File: src/hw/disk_port_pkg.sv
// Operation
// enable false means drives ignore all inputs
// only the addressed drive responds when enabled
// unit select is binary 0..3, lsb first
// chain outputs gated; radial status always active
// register select 0 unused,1 head,2 low,3 control
// registers 1 and 2 load on strobe fall
// control bits act only while strobe true; fault clear stays active 32 cycles after strobe falls
// host holds register select stable during strobe
// input bus eight bits, bit zero lsb
// reg1 low nibble head, high nibble cylinder top
// reg2 loads cylinder low byte, starts seek
// invalid cylinder sets illegal and seek complete
// valid cylinder clears illegal, moves, completes
// control bits: 0 write,2 in,3 out,4 clear,5 recal
// write only with enable, ready, no unsafe
// offset plus shifts heads inward quarter track
// offset minus shifts heads outward quarter track
// host waits settling time after offset change
// fault clear pulse at least 250 ns
// recalibrate clears status, goes to zero, completes
// write pulse rising edge flips head current
// ready only after load and without fault
// write while unready or off track sets fault
// cylinder above maximum count is invalid
package disk_port_pkg;
	localparam logic [1:0] REG_UNUSED = 2'h0;
	localparam logic [1:0] REG_HEAD_CYL_HIGH = 2'h1;
	localparam logic [1:0] REG_CYL_LOW = 2'h2;
	localparam logic [1:0] REG_CONTROL = 2'h3;
	localparam int CTL_WRITE_EN = 0;
	localparam int CTL_OFFSET_INWARD = 2;
	localparam int CTL_OFFSET_OUTWARD = 3;
	localparam int CTL_FAULT_CLEAR = 4;
	localparam int CTL_RECAL = 5;
	localparam int PULSE_MIN_NS = 250;
	localparam int CLK_PERIOD_NS = 8;
	localparam int PULSE_MIN_CYC = (PULSE_MIN_NS + CLK_PERIOD_NS - 1) / CLK_PERIOD_NS;
	localparam logic [11:0] MAX_CYLINDER = 12'h243;
	localparam logic [7:0] SEEK_CYC = 8'h10;
	localparam logic [7:0] LOAD_CYC = 8'h20;
	localparam logic [11:0] CYL_RESET = 12'h000;
	localparam logic [3:0] HEAD_RESET = 4'h0;
endpackage

File: src/hw/disk_port_if.sv
`timescale 1ns/100ps
interface disk_port_if;
	logic enable;
	logic unit_select_lsb;
	logic unit_select_msb;
	logic reg_select_lsb;
	logic reg_select_msb;
	logic input_strobe;
	logic [7:0] command_input_lines;
	logic write_flux_pulses;
	logic ready;
	logic ready_oe;
	logic fault;
	logic seek_complete;
	logic illegal_cylinder;
	modport host (output enable, unit_select_lsb, unit_select_msb, reg_select_lsb,
		reg_select_msb, input_strobe, command_input_lines, write_flux_pulses,
		input ready, ready_oe, fault, seek_complete, illegal_cylinder);
	modport drive (input enable, unit_select_lsb, unit_select_msb, reg_select_lsb,
		reg_select_msb, input_strobe, command_input_lines, write_flux_pulses,
		output ready, ready_oe, fault, seek_complete, illegal_cylinder);
endinterface

File: src/hw/pulse_stretch.sv
`timescale 1ns/100ps
// holds a level high for a minimum number of cycles after a start pulse
module pulse_stretch import disk_port_pkg::*; (
	// clock and reset
	input wire logic clk_sys_i,
	input wire logic nrst_i,
	// control
	input wire logic start_i,
	output logic level_o
);
	typedef struct packed {
		logic [7:0] count;
		logic level;
	} stretch_state_t;
	stretch_state_t st, next_st;
	always_comb begin
		next_st = st;
		if (start_i) begin
			next_st.count = 8'(PULSE_MIN_CYC);
			next_st.level = 1'b1;
		end else if (st.count > 8'h01) begin
			next_st.count = st.count - 8'h01;
		end else begin
			next_st.count = 8'h00;
			next_st.level = 1'b0;
		end
	end
	always_ff @(posedge clk_sys_i) begin
		if (!nrst_i) begin
			st <= '0;
		end else begin
			st <= next_st;
		end
	end
	assign level_o = st.level;
endmodule

File: src/hw/disk_drive_end.sv
`timescale 1ns/100ps
module disk_drive_end import disk_port_pkg::*; (
	// clock and reset
	input wire logic clk_sys_i,
	input wire logic nrst_i,
	// strap and plant status
	input wire logic [1:0] unit_address_i,
	input wire logic load_done_i,
	input wire logic plant_fault_i,
	input wire logic on_track_i,
	// link
	disk_port_if.drive link,
	// mechanics side
	output logic [3:0] head_number_o,
	output logic [11:0] target_cylinder_o,
	output logic [11:0] current_cylinder_o,
	output logic offset_inward_o,
	output logic offset_outward_o,
	output logic write_gate_o,
	output logic write_current_o
);
	typedef enum logic [1:0] {IDLE, SEEKING, RECAL} seek_state_t;
	typedef struct packed {
		seek_state_t mode;
		logic [7:0] timer;
		logic [3:0] head_number;
		logic [3:0] cylinder_upper_nibble;
		logic [7:0] cylinder_lower_byte;
		logic [11:0] cylinder;
		logic strobe_d;
		logic [1:0] reg_d;
		logic flux_d;
		logic fault;
		logic seek_complete;
		logic illegal;
		logic ready;
		logic ready_oe;
		logic offset_in;
		logic offset_out;
		logic write_gate;
		logic write_current;
		logic load_done;
		logic recal_d;
	} drive_state_t;
	drive_state_t st, next_st;
	logic selected, strobe, clear_hold, recal_hold;
	logic [1:0] reg_sel;
	logic [7:0] bus;
	logic ctl_active;
	logic [11:0] demand;
	assign selected = link.enable && (unit_address_i ==
		{link.unit_select_msb, link.unit_select_lsb}); // see R1 see R2
	assign reg_sel = {link.reg_select_msb, link.reg_select_lsb};
	assign strobe = selected && link.input_strobe;
	assign bus = link.command_input_lines;
	assign ctl_active = strobe && (reg_sel == REG_CONTROL);
	assign demand = {st.cylinder_upper_nibble, bus};
	pulse_stretch u_clear (
		.clk_sys_i(clk_sys_i),
		.nrst_i(nrst_i),
		.start_i(ctl_active && bus[CTL_FAULT_CLEAR]),
		.level_o(clear_hold)
	);
	pulse_stretch u_recal (
		.clk_sys_i(clk_sys_i),
		.nrst_i(nrst_i),
		.start_i(ctl_active && bus[CTL_RECAL]),
		.level_o(recal_hold)
	);
	always_comb begin
		logic wen;
		logic fall;
		wen = 1'b0;
		fall = 1'b0;
		next_st = st;
		next_st.strobe_d = strobe;
		next_st.reg_d = reg_sel;
		next_st.flux_d = link.write_flux_pulses;
		next_st.load_done = load_done_i;
		next_st.recal_d = recal_hold;
		fall = st.strobe_d && !strobe;
		wen = ctl_active && bus[CTL_WRITE_EN];
		next_st.offset_in = ctl_active && bus[CTL_OFFSET_INWARD];
		next_st.offset_out = ctl_active && bus[CTL_OFFSET_OUTWARD];
		if (plant_fault_i) begin
			next_st.fault = 1'b1;
		end else if (wen && (!st.ready || !on_track_i)) begin
			next_st.fault = 1'b1;
		end else if (clear_hold) begin
			next_st.fault = 1'b0;
		end
		next_st.ready = st.load_done && !st.fault;
		next_st.ready_oe = selected;
		next_st.write_gate = wen && st.ready && on_track_i && !st.fault;
		if (st.write_gate && link.write_flux_pulses && !st.flux_d) begin
			next_st.write_current = !st.write_current;
		end
		if (fall && st.reg_d == REG_HEAD_CYL_HIGH) begin
			next_st.head_number = bus[3:0];
			next_st.cylinder_upper_nibble = bus[7:4];
		end
		unique case (st.mode)
			IDLE: begin
				// only the rising edge starts a restore: the stretched level outlives one recal
				if (recal_hold && !st.recal_d && st.ready) begin
					next_st.seek_complete = 1'b0;
					next_st.illegal = 1'b0;
					next_st.timer = LOAD_CYC;
					next_st.mode = RECAL;
				end else if (fall && st.reg_d == REG_CYL_LOW && st.ready) begin
					next_st.cylinder_lower_byte = bus;
					next_st.seek_complete = 1'b0;
					if (demand > MAX_CYLINDER) begin
						next_st.illegal = 1'b1; // see R24
						next_st.seek_complete = 1'b1;
					end else begin
						next_st.illegal = 1'b0;
						next_st.cylinder = demand;
						next_st.timer = SEEK_CYC;
						next_st.mode = SEEKING;
					end
				end
			end
			SEEKING, RECAL: begin
				if (st.mode == RECAL) begin
					next_st.cylinder = CYL_RESET;
				end
				if (st.timer == 8'h00) begin
					next_st.seek_complete = 1'b1;
					next_st.mode = IDLE;
				end else begin
					next_st.timer = st.timer - 8'h01;
				end
			end
		endcase
	end
	always_ff @(posedge clk_sys_i) begin
		if (!nrst_i) begin
			st <= '0;
			st.head_number <= HEAD_RESET;
			st.cylinder <= CYL_RESET;
			st.mode <= IDLE;
		end else begin
			st <= next_st;
		end
	end
	assign link.ready = st.ready;
	assign link.ready_oe = st.ready_oe;
	assign link.fault = st.fault;
	assign link.seek_complete = st.seek_complete;
	assign link.illegal_cylinder = st.illegal;
	assign head_number_o = st.head_number;
	assign target_cylinder_o = {st.cylinder_upper_nibble, st.cylinder_lower_byte};
	assign current_cylinder_o = st.cylinder;
	assign offset_inward_o = st.offset_in;
	assign offset_outward_o = st.offset_out;
	assign write_gate_o = st.write_gate;
	assign write_current_o = st.write_current;
endmodule

File: src/flat_wrapper.sv
// flat-port wrapper written by rule: the top's interface ports become plain ports
module disk_drive_end_flat import disk_port_pkg::*;
  (clk_sys_i, nrst_i, unit_address_i, load_done_i, plant_fault_i, on_track_i, head_number_o, target_cylinder_o, current_cylinder_o, offset_inward_o, offset_outward_o, write_gate_o, write_current_o, link_enable, link_unit_select_lsb, link_unit_select_msb, link_reg_select_lsb, link_reg_select_msb, link_input_strobe, link_command_input_lines, link_write_flux_pulses, link_ready, link_ready_oe, link_fault, link_seek_complete, link_illegal_cylinder);
  disk_port_if link_i ();
  input wire logic clk_sys_i;
  input wire logic nrst_i;
  input wire logic [1:0] unit_address_i;
  input wire logic load_done_i;
  input wire logic plant_fault_i;
  input wire logic on_track_i;
  output logic [3:0] head_number_o;
  output logic [11:0] target_cylinder_o;
  output logic [11:0] current_cylinder_o;
  output logic offset_inward_o;
  output logic offset_outward_o;
  output logic write_gate_o;
  output logic write_current_o;
  input wire logic [$bits(link_i.enable)-1:0] link_enable;
  input wire logic [$bits(link_i.unit_select_lsb)-1:0] link_unit_select_lsb;
  input wire logic [$bits(link_i.unit_select_msb)-1:0] link_unit_select_msb;
  input wire logic [$bits(link_i.reg_select_lsb)-1:0] link_reg_select_lsb;
  input wire logic [$bits(link_i.reg_select_msb)-1:0] link_reg_select_msb;
  input wire logic [$bits(link_i.input_strobe)-1:0] link_input_strobe;
  input wire logic [$bits(link_i.command_input_lines)-1:0] link_command_input_lines;
  input wire logic [$bits(link_i.write_flux_pulses)-1:0] link_write_flux_pulses;
  output wire logic [$bits(link_i.ready)-1:0] link_ready;
  output wire logic [$bits(link_i.ready_oe)-1:0] link_ready_oe;
  output wire logic [$bits(link_i.fault)-1:0] link_fault;
  output wire logic [$bits(link_i.seek_complete)-1:0] link_seek_complete;
  output wire logic [$bits(link_i.illegal_cylinder)-1:0] link_illegal_cylinder;
  assign link_i.enable = link_enable;
  assign link_i.unit_select_lsb = link_unit_select_lsb;
  assign link_i.unit_select_msb = link_unit_select_msb;
  assign link_i.reg_select_lsb = link_reg_select_lsb;
  assign link_i.reg_select_msb = link_reg_select_msb;
  assign link_i.input_strobe = link_input_strobe;
  assign link_i.command_input_lines = link_command_input_lines;
  assign link_i.write_flux_pulses = link_write_flux_pulses;
  assign link_ready = link_i.ready;
  assign link_ready_oe = link_i.ready_oe;
  assign link_fault = link_i.fault;
  assign link_seek_complete = link_i.seek_complete;
  assign link_illegal_cylinder = link_i.illegal_cylinder;
  disk_drive_end u_core (.clk_sys_i(clk_sys_i), .nrst_i(nrst_i), .unit_address_i(unit_address_i), .load_done_i(load_done_i), .plant_fault_i(plant_fault_i), .on_track_i(on_track_i), .link(link_i), .head_number_o(head_number_o), .target_cylinder_o(target_cylinder_o), .current_cylinder_o(current_cylinder_o), .offset_inward_o(offset_inward_o), .offset_outward_o(offset_outward_o), .write_gate_o(write_gate_o), .write_current_o(write_current_o));
endmodule
File: config.mk
export PLATFORM = sky130hd
export DESIGN_NAME = disk_drive_end_flat
export DESIGN_NICKNAME = d
export VERILOG_FILES = /design/src/hw/disk_port_pkg.sv /design/src/hw/disk_port_if.sv /design/src/hw/pulse_stretch.sv /design/src/hw/disk_drive_end.sv /design/src/flat_wrapper.sv
export SDC_FILE = /design/constraint.sdc
export NUM_CORES = 1
export LEC_CHECK = 0
export BUFFER_PORTS_ARGS = -buffer_cell sky130_fd_sc_hd__buf_2
export CAP_MARGIN = 20
export CORE_MARGIN = 2
export CORE_UTILIZATION = 45
export CTS_BUF_LIST = sky130_fd_sc_hd__clkbuf_8
export CTS_CLUSTER_SIZE = 40
export DETAILED_ROUTE_END_ITERATION = 10
export PLACE_DENSITY = 0.68
export SYNTH_ARGS = -nofsm -noshare
export SYNTH_HDL_FRONTEND = slang
export SYNTH_SLANG_ARGS = --single-unit
File: constraint.sdc
create_clock -name clk_sys_i -period 4.4 [get_ports clk_sys_i]
set_clock_uncertainty 0.1 [all_clocks]
set_input_delay 0.66 -clock clk_sys_i [delete_from_list [all_inputs] [get_ports clk_sys_i]]
set_output_delay 0.66 -clock clk_sys_i [all_outputs]
set_load 0.05 [all_outputs]
==> results.ini, run 1 <==
[finish]
fin_nets=422
diodes=0
design_area_um2=3630
drive_gt1_share_pct=22.9
area_delta_synth_final_pct=11.0
seq_area_um2=1420
fillCellCount=715
multi_input_area_um2=1540

[clock_network]
cts.clk_slew.worst_paths_ps=80
cts_buffers=9
insertion_delay_ps=340
clk_path_buf_depth=2
clock-sinks=71
h-tree-depth=3
cts-resized-gates=0
hold_buffers=0
cts_tree=built
clock-root-buffer=clkbuf_8
cts_setup_buffers=0

[floorplanning]
core_um2=7140
die_y_um=89.3
dieArea_um2=7970
rows=31
ioPinCount=59
die-width_um=89.3
start_util_pct=45.9

[critical_path]
crit_required_ps=4580
cp_data_arrival_time_ps=2470
cp_max_fo=24
start_kind=primary input
crit_path_end_kind=flip-flop
crit_type=primary input to flip-flop

[timing]
setup_slack_ps=2110
post-route-period-util_pct=52.1
fin_crit_ps=2290
tns_ps=0
drv_slew=0
rsz0062_at_grt=false
fmax_ghz=0.436
relSlewSlack_pct=31.6
setup_viol=0
tightestPinTransition_ps=1020
fin_hold_ws_ps=325
hold_violations=0

[pwr]
peakVddDrop_uv=285
power_density_nw_per_um2=478
p_leak_nw=1.50
power_mw=1.74

[global_route]
grt_pass1_vias=2378
antenna_found_initial=0
overflow=0
grt_max_degree=45
grt_usage_pct=18.4
grt_pass1_wl_mm=11.2

[synth]
synth_seq_area_share_pct=43.4
ys.flop_type=dfxtp_1
synth.avg_cell_area_um2=9.04
synthesis.nets=392
synth.cell_area_um2=3270
ys_types=54
synth-seq-cells=71
synth_warnings=0
synth_edf_count=0
async_flop_share_pct=0
postSynthCellCount=362

[detailed_routing]
antenna_left=0
drt_iter0_markers=125
drtPass1Iterations=4
vias_per_cell=5.17
wl_per_cell_um=13.7
drcViolationCount=0
wl_mm=6.81
vias=2563

[outcome]
status=finished clean

[place]
gp_congestion=0.832
dp_hpwl_mm=4.74
place_area_um2=3440
preCtsSetupSlack_ps=1760
port_buffers=58

[min_path]
hold_path_class=flip-flop to flip-flop

[job]
cap_violations=0

[synthesized netlist by cell type (all sizes together), types with 2 or more instances]
cell	instances	area (um2)
a21o	2	15.0
inv	12	45.0
clkbuf	11	42.5
nand3	4	25.0
and2	4	25.0
o21ai	23	115
mux2i	16	160
nor4b	2	17.5
or3	7	43.8
xnor2	7	61.3
nand2	40	150
o31a	2	18.8
dfxtp	71	1420
xor2	7	76.3
nor3	10	66.3
ha	8	100
or4	2	15.0
nor2	42	160
nand4b	13	114
a31o	2	17.5
a21oi	14	73.8
nand2b	4	25.0
buf	30	221
o22ai	2	12.5
o41ai	2	36.3
and3	3	18.8
or4b	2	20.0
nor4	5	37.5
[final cells by class]
| class | instances | share of cell area [%] |
|---|---|---|
| Inverter | 12 | 1.24 |
| Multi-Input combinational cell | 238 | 42.4 |
| Tap cell | 99 | 3.41 |
| Clock buffer | 9 | 3.41 |
| Sequential cell | 71 | 39.1 |
| Timing Repair Buffer | 60 | 8.40 |
| Clock inverter | 7 | 2.00 |
[cell usage in the layout (no fill, tap or decap), types with 4 or more instances in the layout]
master and instances:
clkbuf_8 9, xnor2_1 7, nor2_1 41, xor2_1 5
a21oi_1 13, dfxtp_1 71, mux2i_1 16, and2_1 4
nor4_1 4, ha_1 8, or3_1 7, nand4b_1 13
nand2_1 40, inv_1 12, o21ai_0 23, nor3_1 8
nand2b_1 4, buf_2 58
[routing by layer]
metal	part of all wire, %	wire, um	GRT usage [%]	up-vias
li1	-	-	-	1285
met1	48	3270	24.7	1211
met2	47	3170	29.0	57
met3	3.7	252	3.88	10
met4	1.7	119	7.60	0
met5	0	0	0	-
[flip-flops by register name (all words and copies together), names as in the netlist]
register / count
u_core.head_number_o: 4
u_core.write_gate_o: 1
u_core.u_recal.st: 8
u_core.u_recal.level_o: 1
u_core.link.fault: 1
u_core.offset_outward_o: 1
u_core.write_current_o: 1
u_core.target_cylinder_o: 12
u_core.link.ready: 1
u_core.link.seek_complete: 1
u_core.offset_inward_o: 1
u_core.link.ready_oe: 1
u_core.link.illegal_cylinder: 1
u_core.st: 16
u_core.u_clear.st: 8
u_core.current_cylinder_o: 12
u_core.u_clear.level_o: 1
[critical path: stages]
cell and delay [ps]:
buf_2 110, xor2_2 270, o31ai_2 200, o41ai_4 920, nand4b_1 190, o21ai_0 110
[path summary, 6_finish.rpt]
check                             from                            to  slack (ps)  cells after the start
hold / removal            u_core.st[1]             u_core.link.ready         330                      2
setup / recovery  link_unit_select_lsb  u_core.current_cylinder_o[6]        2110                      6
hold reg to reg           u_core.st[1]             u_core.link.ready         330                      2
setup reg to reg     u_core.link.ready  u_core.current_cylinder_o[6]        2170                      5
[cell families (layout without fill, tap and decap cells)]
logic type	Yosys count	count (layout)	synth area share, %
DFF	71	71	43.4
muxes	16	16	4.89
buffers and inverters	53	88	9.44
AOI/OAI and AO/OA	59	59	12.3
xor gates and xnor gates	14	14	4.20
adders and majority gates	8	8	3.06
and+or+nand+nor	141	141	22.7
[power by group]
part	total, mW	internal, mW	leakage, nW	switching [mW]
logic	0.438	0.191	0.829	0.246
clock network	0.513	0.262	0.0956	0.250
registers	0.788	0.722	0.577	0.0667
[per-stage QoR]
stage | util [%] | instances
5_1_grt | 50.9 | 496
4_1_cts | 50.9 | 496
3_5_place_dp | 48.2 | 480
2_1_floorplan | - | 362
6_report | 50.9 | 496
3_3_place_gp | 48.2 | 480
Power figures use the tool's default switching activity.
==> inputs of run 2 (changes only) <==
PLACE_DENSITY = 0.7   (was 0.68)
clock period = 2 ns   (was 4.4 ns; I/O delays follow)
==> results.ini, run 2 (synthesis gave the netlist of run 1 again) <==
[timing]
hold_violations=0  ; unchanged
fmax_ghz=0.545
post-route-period-util_pct=91.8
drv_slew=0  ; unchanged
relSlewSlack_pct=57.2  ; +26 points
fin_crit_ps=1840
setup_viol=0  ; unchanged
tns_ps=0  ; unchanged
rsz0062_at_grt=false
tightestPinTransition_ps=640  ; -382 ps

[clock_network]
cts_tree=built
insertion_delay_ps=350  ; about the same
cts_setup_buffers=0  ; unchanged
cts.clk_slew.worst_paths_ps=80  ; about the same
hold_buffers=0  ; unchanged
clock-root-buffer=clkbuf_8
clock-sinks=71  ; unchanged
h-tree-depth=3  ; unchanged
cts-resized-gates=0  ; unchanged
clk_path_buf_depth=2  ; unchanged
cts_buffers=9  ; unchanged

[critical_path]
cp_data_arrival_time_ps=1990  ; -480 ps
crit_path_end_kind=flip-flop
cp-startpoint=u_core.st[46]
r2r_cells=5  ; unchanged
r2r_start=u_core.st[46]
cp_max_fo=4  ; -83%
start_kind=flip-flop
crit_type=flip-flop to flip-flop
crit_required_ps=2150  ; -2430 ps

[detailed_routing]
vias_per_cell=5.04  ; -2.5%
wl_per_cell_um=13.0  ; -5.2%
wl_mm=6.59  ; -3.3%
vias=2550  ; -0.51%
drt_iter0_markers=152  ; +22%
drtPass1Iterations=4  ; unchanged
antenna_left=0  ; unchanged
drcViolationCount=0  ; unchanged

[job]
cap_violations=0  ; unchanged

[min_path]
holdCritStartpoint=load_done_i
hold_path_class=primary input to flip-flop
whs_path_depth=2  ; unchanged

[pwr]
netSwitchingFraction_pct=31.3  ; -1.1 points
internal-power_mw=2.73  ; +130%
pwr-share-seq_pct=43.5  ; -1.8 points
p_leak_nw=1.57  ; +4.5%
power_density_nw_per_um2=1060  ; +120%
p_switching_mw=1.25  ; +120%
pwr-share-comb_pct=24.8  ; -0.4 points
power_frac_clock_pct=31.7  ; +2.2 points
peakVddDrop_uv=523  ; +84%

[finish]
fillCellCount=689  ; -3.6%
largest_reg_flops=16  ; unchanged
diodes=0  ; unchanged
drive_gt1_share_pct=25.1  ; +2.1 points
final_common_cell=dfxtp_1
area_delta_synth_final_pct=14.4
layout_common_cells=dfxtp_1 (70), buf_2 (58), nor2_1 (41)
fin_nets=432  ; +2.4%
top_register=u_core.st
final_util_pct=52.5  ; +1.6 points

[floorplanning]
ioPinCount=59  ; unchanged
die-width_um=89.3  ; unchanged
die_y_um=89.3  ; unchanged
start_util_pct=45.9  ; unchanged
rows=31  ; unchanged
core_um2=7140  ; unchanged
dieArea_um2=7970  ; unchanged

[global_route]
grt_max_degree=44  ; -2.2%
antenna_found_initial=0  ; unchanged
grt_pass1_wl_mm=11.0  ; -2.1%
grt_pass1_vias=2313  ; -2.7%
grt_usage_pct=18.2  ; -0.28 points
overflow=0  ; unchanged

[place]
gp_congestion=0.789  ; -5.1%
dp_hpwl_mm=4.80  ; +1.4%
port_buffers=58  ; unchanged

[outcome]
status=finished clean

## run 2: cell types whose count changed in the layout (fill, tap and decap cells not counted), sizes merged
cell      before  now
bufinv         1    2
clkinvlp       2    1
buf           60   70
## run 2: cell type report
cell class / count / area [um2] / area share (%)
Timing Repair Buffer: 70 / 393 / 10.5
Inverter: 12 / 45.0 / 1.20
Tap cell: 99 / 124 / 3.31
Sequential cell: 71 / 1420 / 38.0
Multi-Input combinational cell: 238 / 1540 / 41.2
Clock inverter: 7 / 95.1 / 2.54
Clock buffer: 9 / 124 / 3.31
## run 2: power groups by stage
stage / Clock, mW / Combinational [mW] / Sequential, mW
after CTS: 1.29 / 0.996 / 1.73
after detailed placement: 0 / 0.985 / 1.76
after global placement: 0 / 0.970 / 1.76
final: 1.26 / 0.986 / 1.73
after global routing: 1.36 / 1.13 / 1.76
after floorplan: 0 / 0.793 / 1.75
## run 2: worst paths after layout
| path | end | slack, ps |
|---|---|---|
| worst max-delay path | u_core.st[45] | 160 |
| worst min-delay path | u_core.st[1] | 60 |
| worst max register to register | u_core.st[45] | 160 |
| worst min register to register | u_core.link.ready | 320 |
## run 2: routing by layer
metal	global-route usage, %	share of wire, %	vias up
met3	4.62	5.2	13
li1	-	-	1302
met2	27.7	46	52
met5	0	0	-
met1	24.3	47	1183
met4	7.87	2.2	0
## run 2: worst max-delay path, stage by stage (launching register included)
cell and delay, ps:
dfxtp_1 310, or4_1 580, nor3_2 150, nand2b_1 160, or3_1 210, a2bb2o_4 220
## run 2: stage by stage
stage	cell area [um2]	cells	total power, mW	setup WS (ps)	hold slack [ps]
floorplan	3270	362	2.54	193	297
global placement	3530	490	2.73	78.5	318
detailed placement	3530	490	2.74	37.7	327
CTS	3750	506	4.02	165	47.1
global route	3750	506	4.24	46.6	55.9
finish	3750	506	3.98	165	61.0
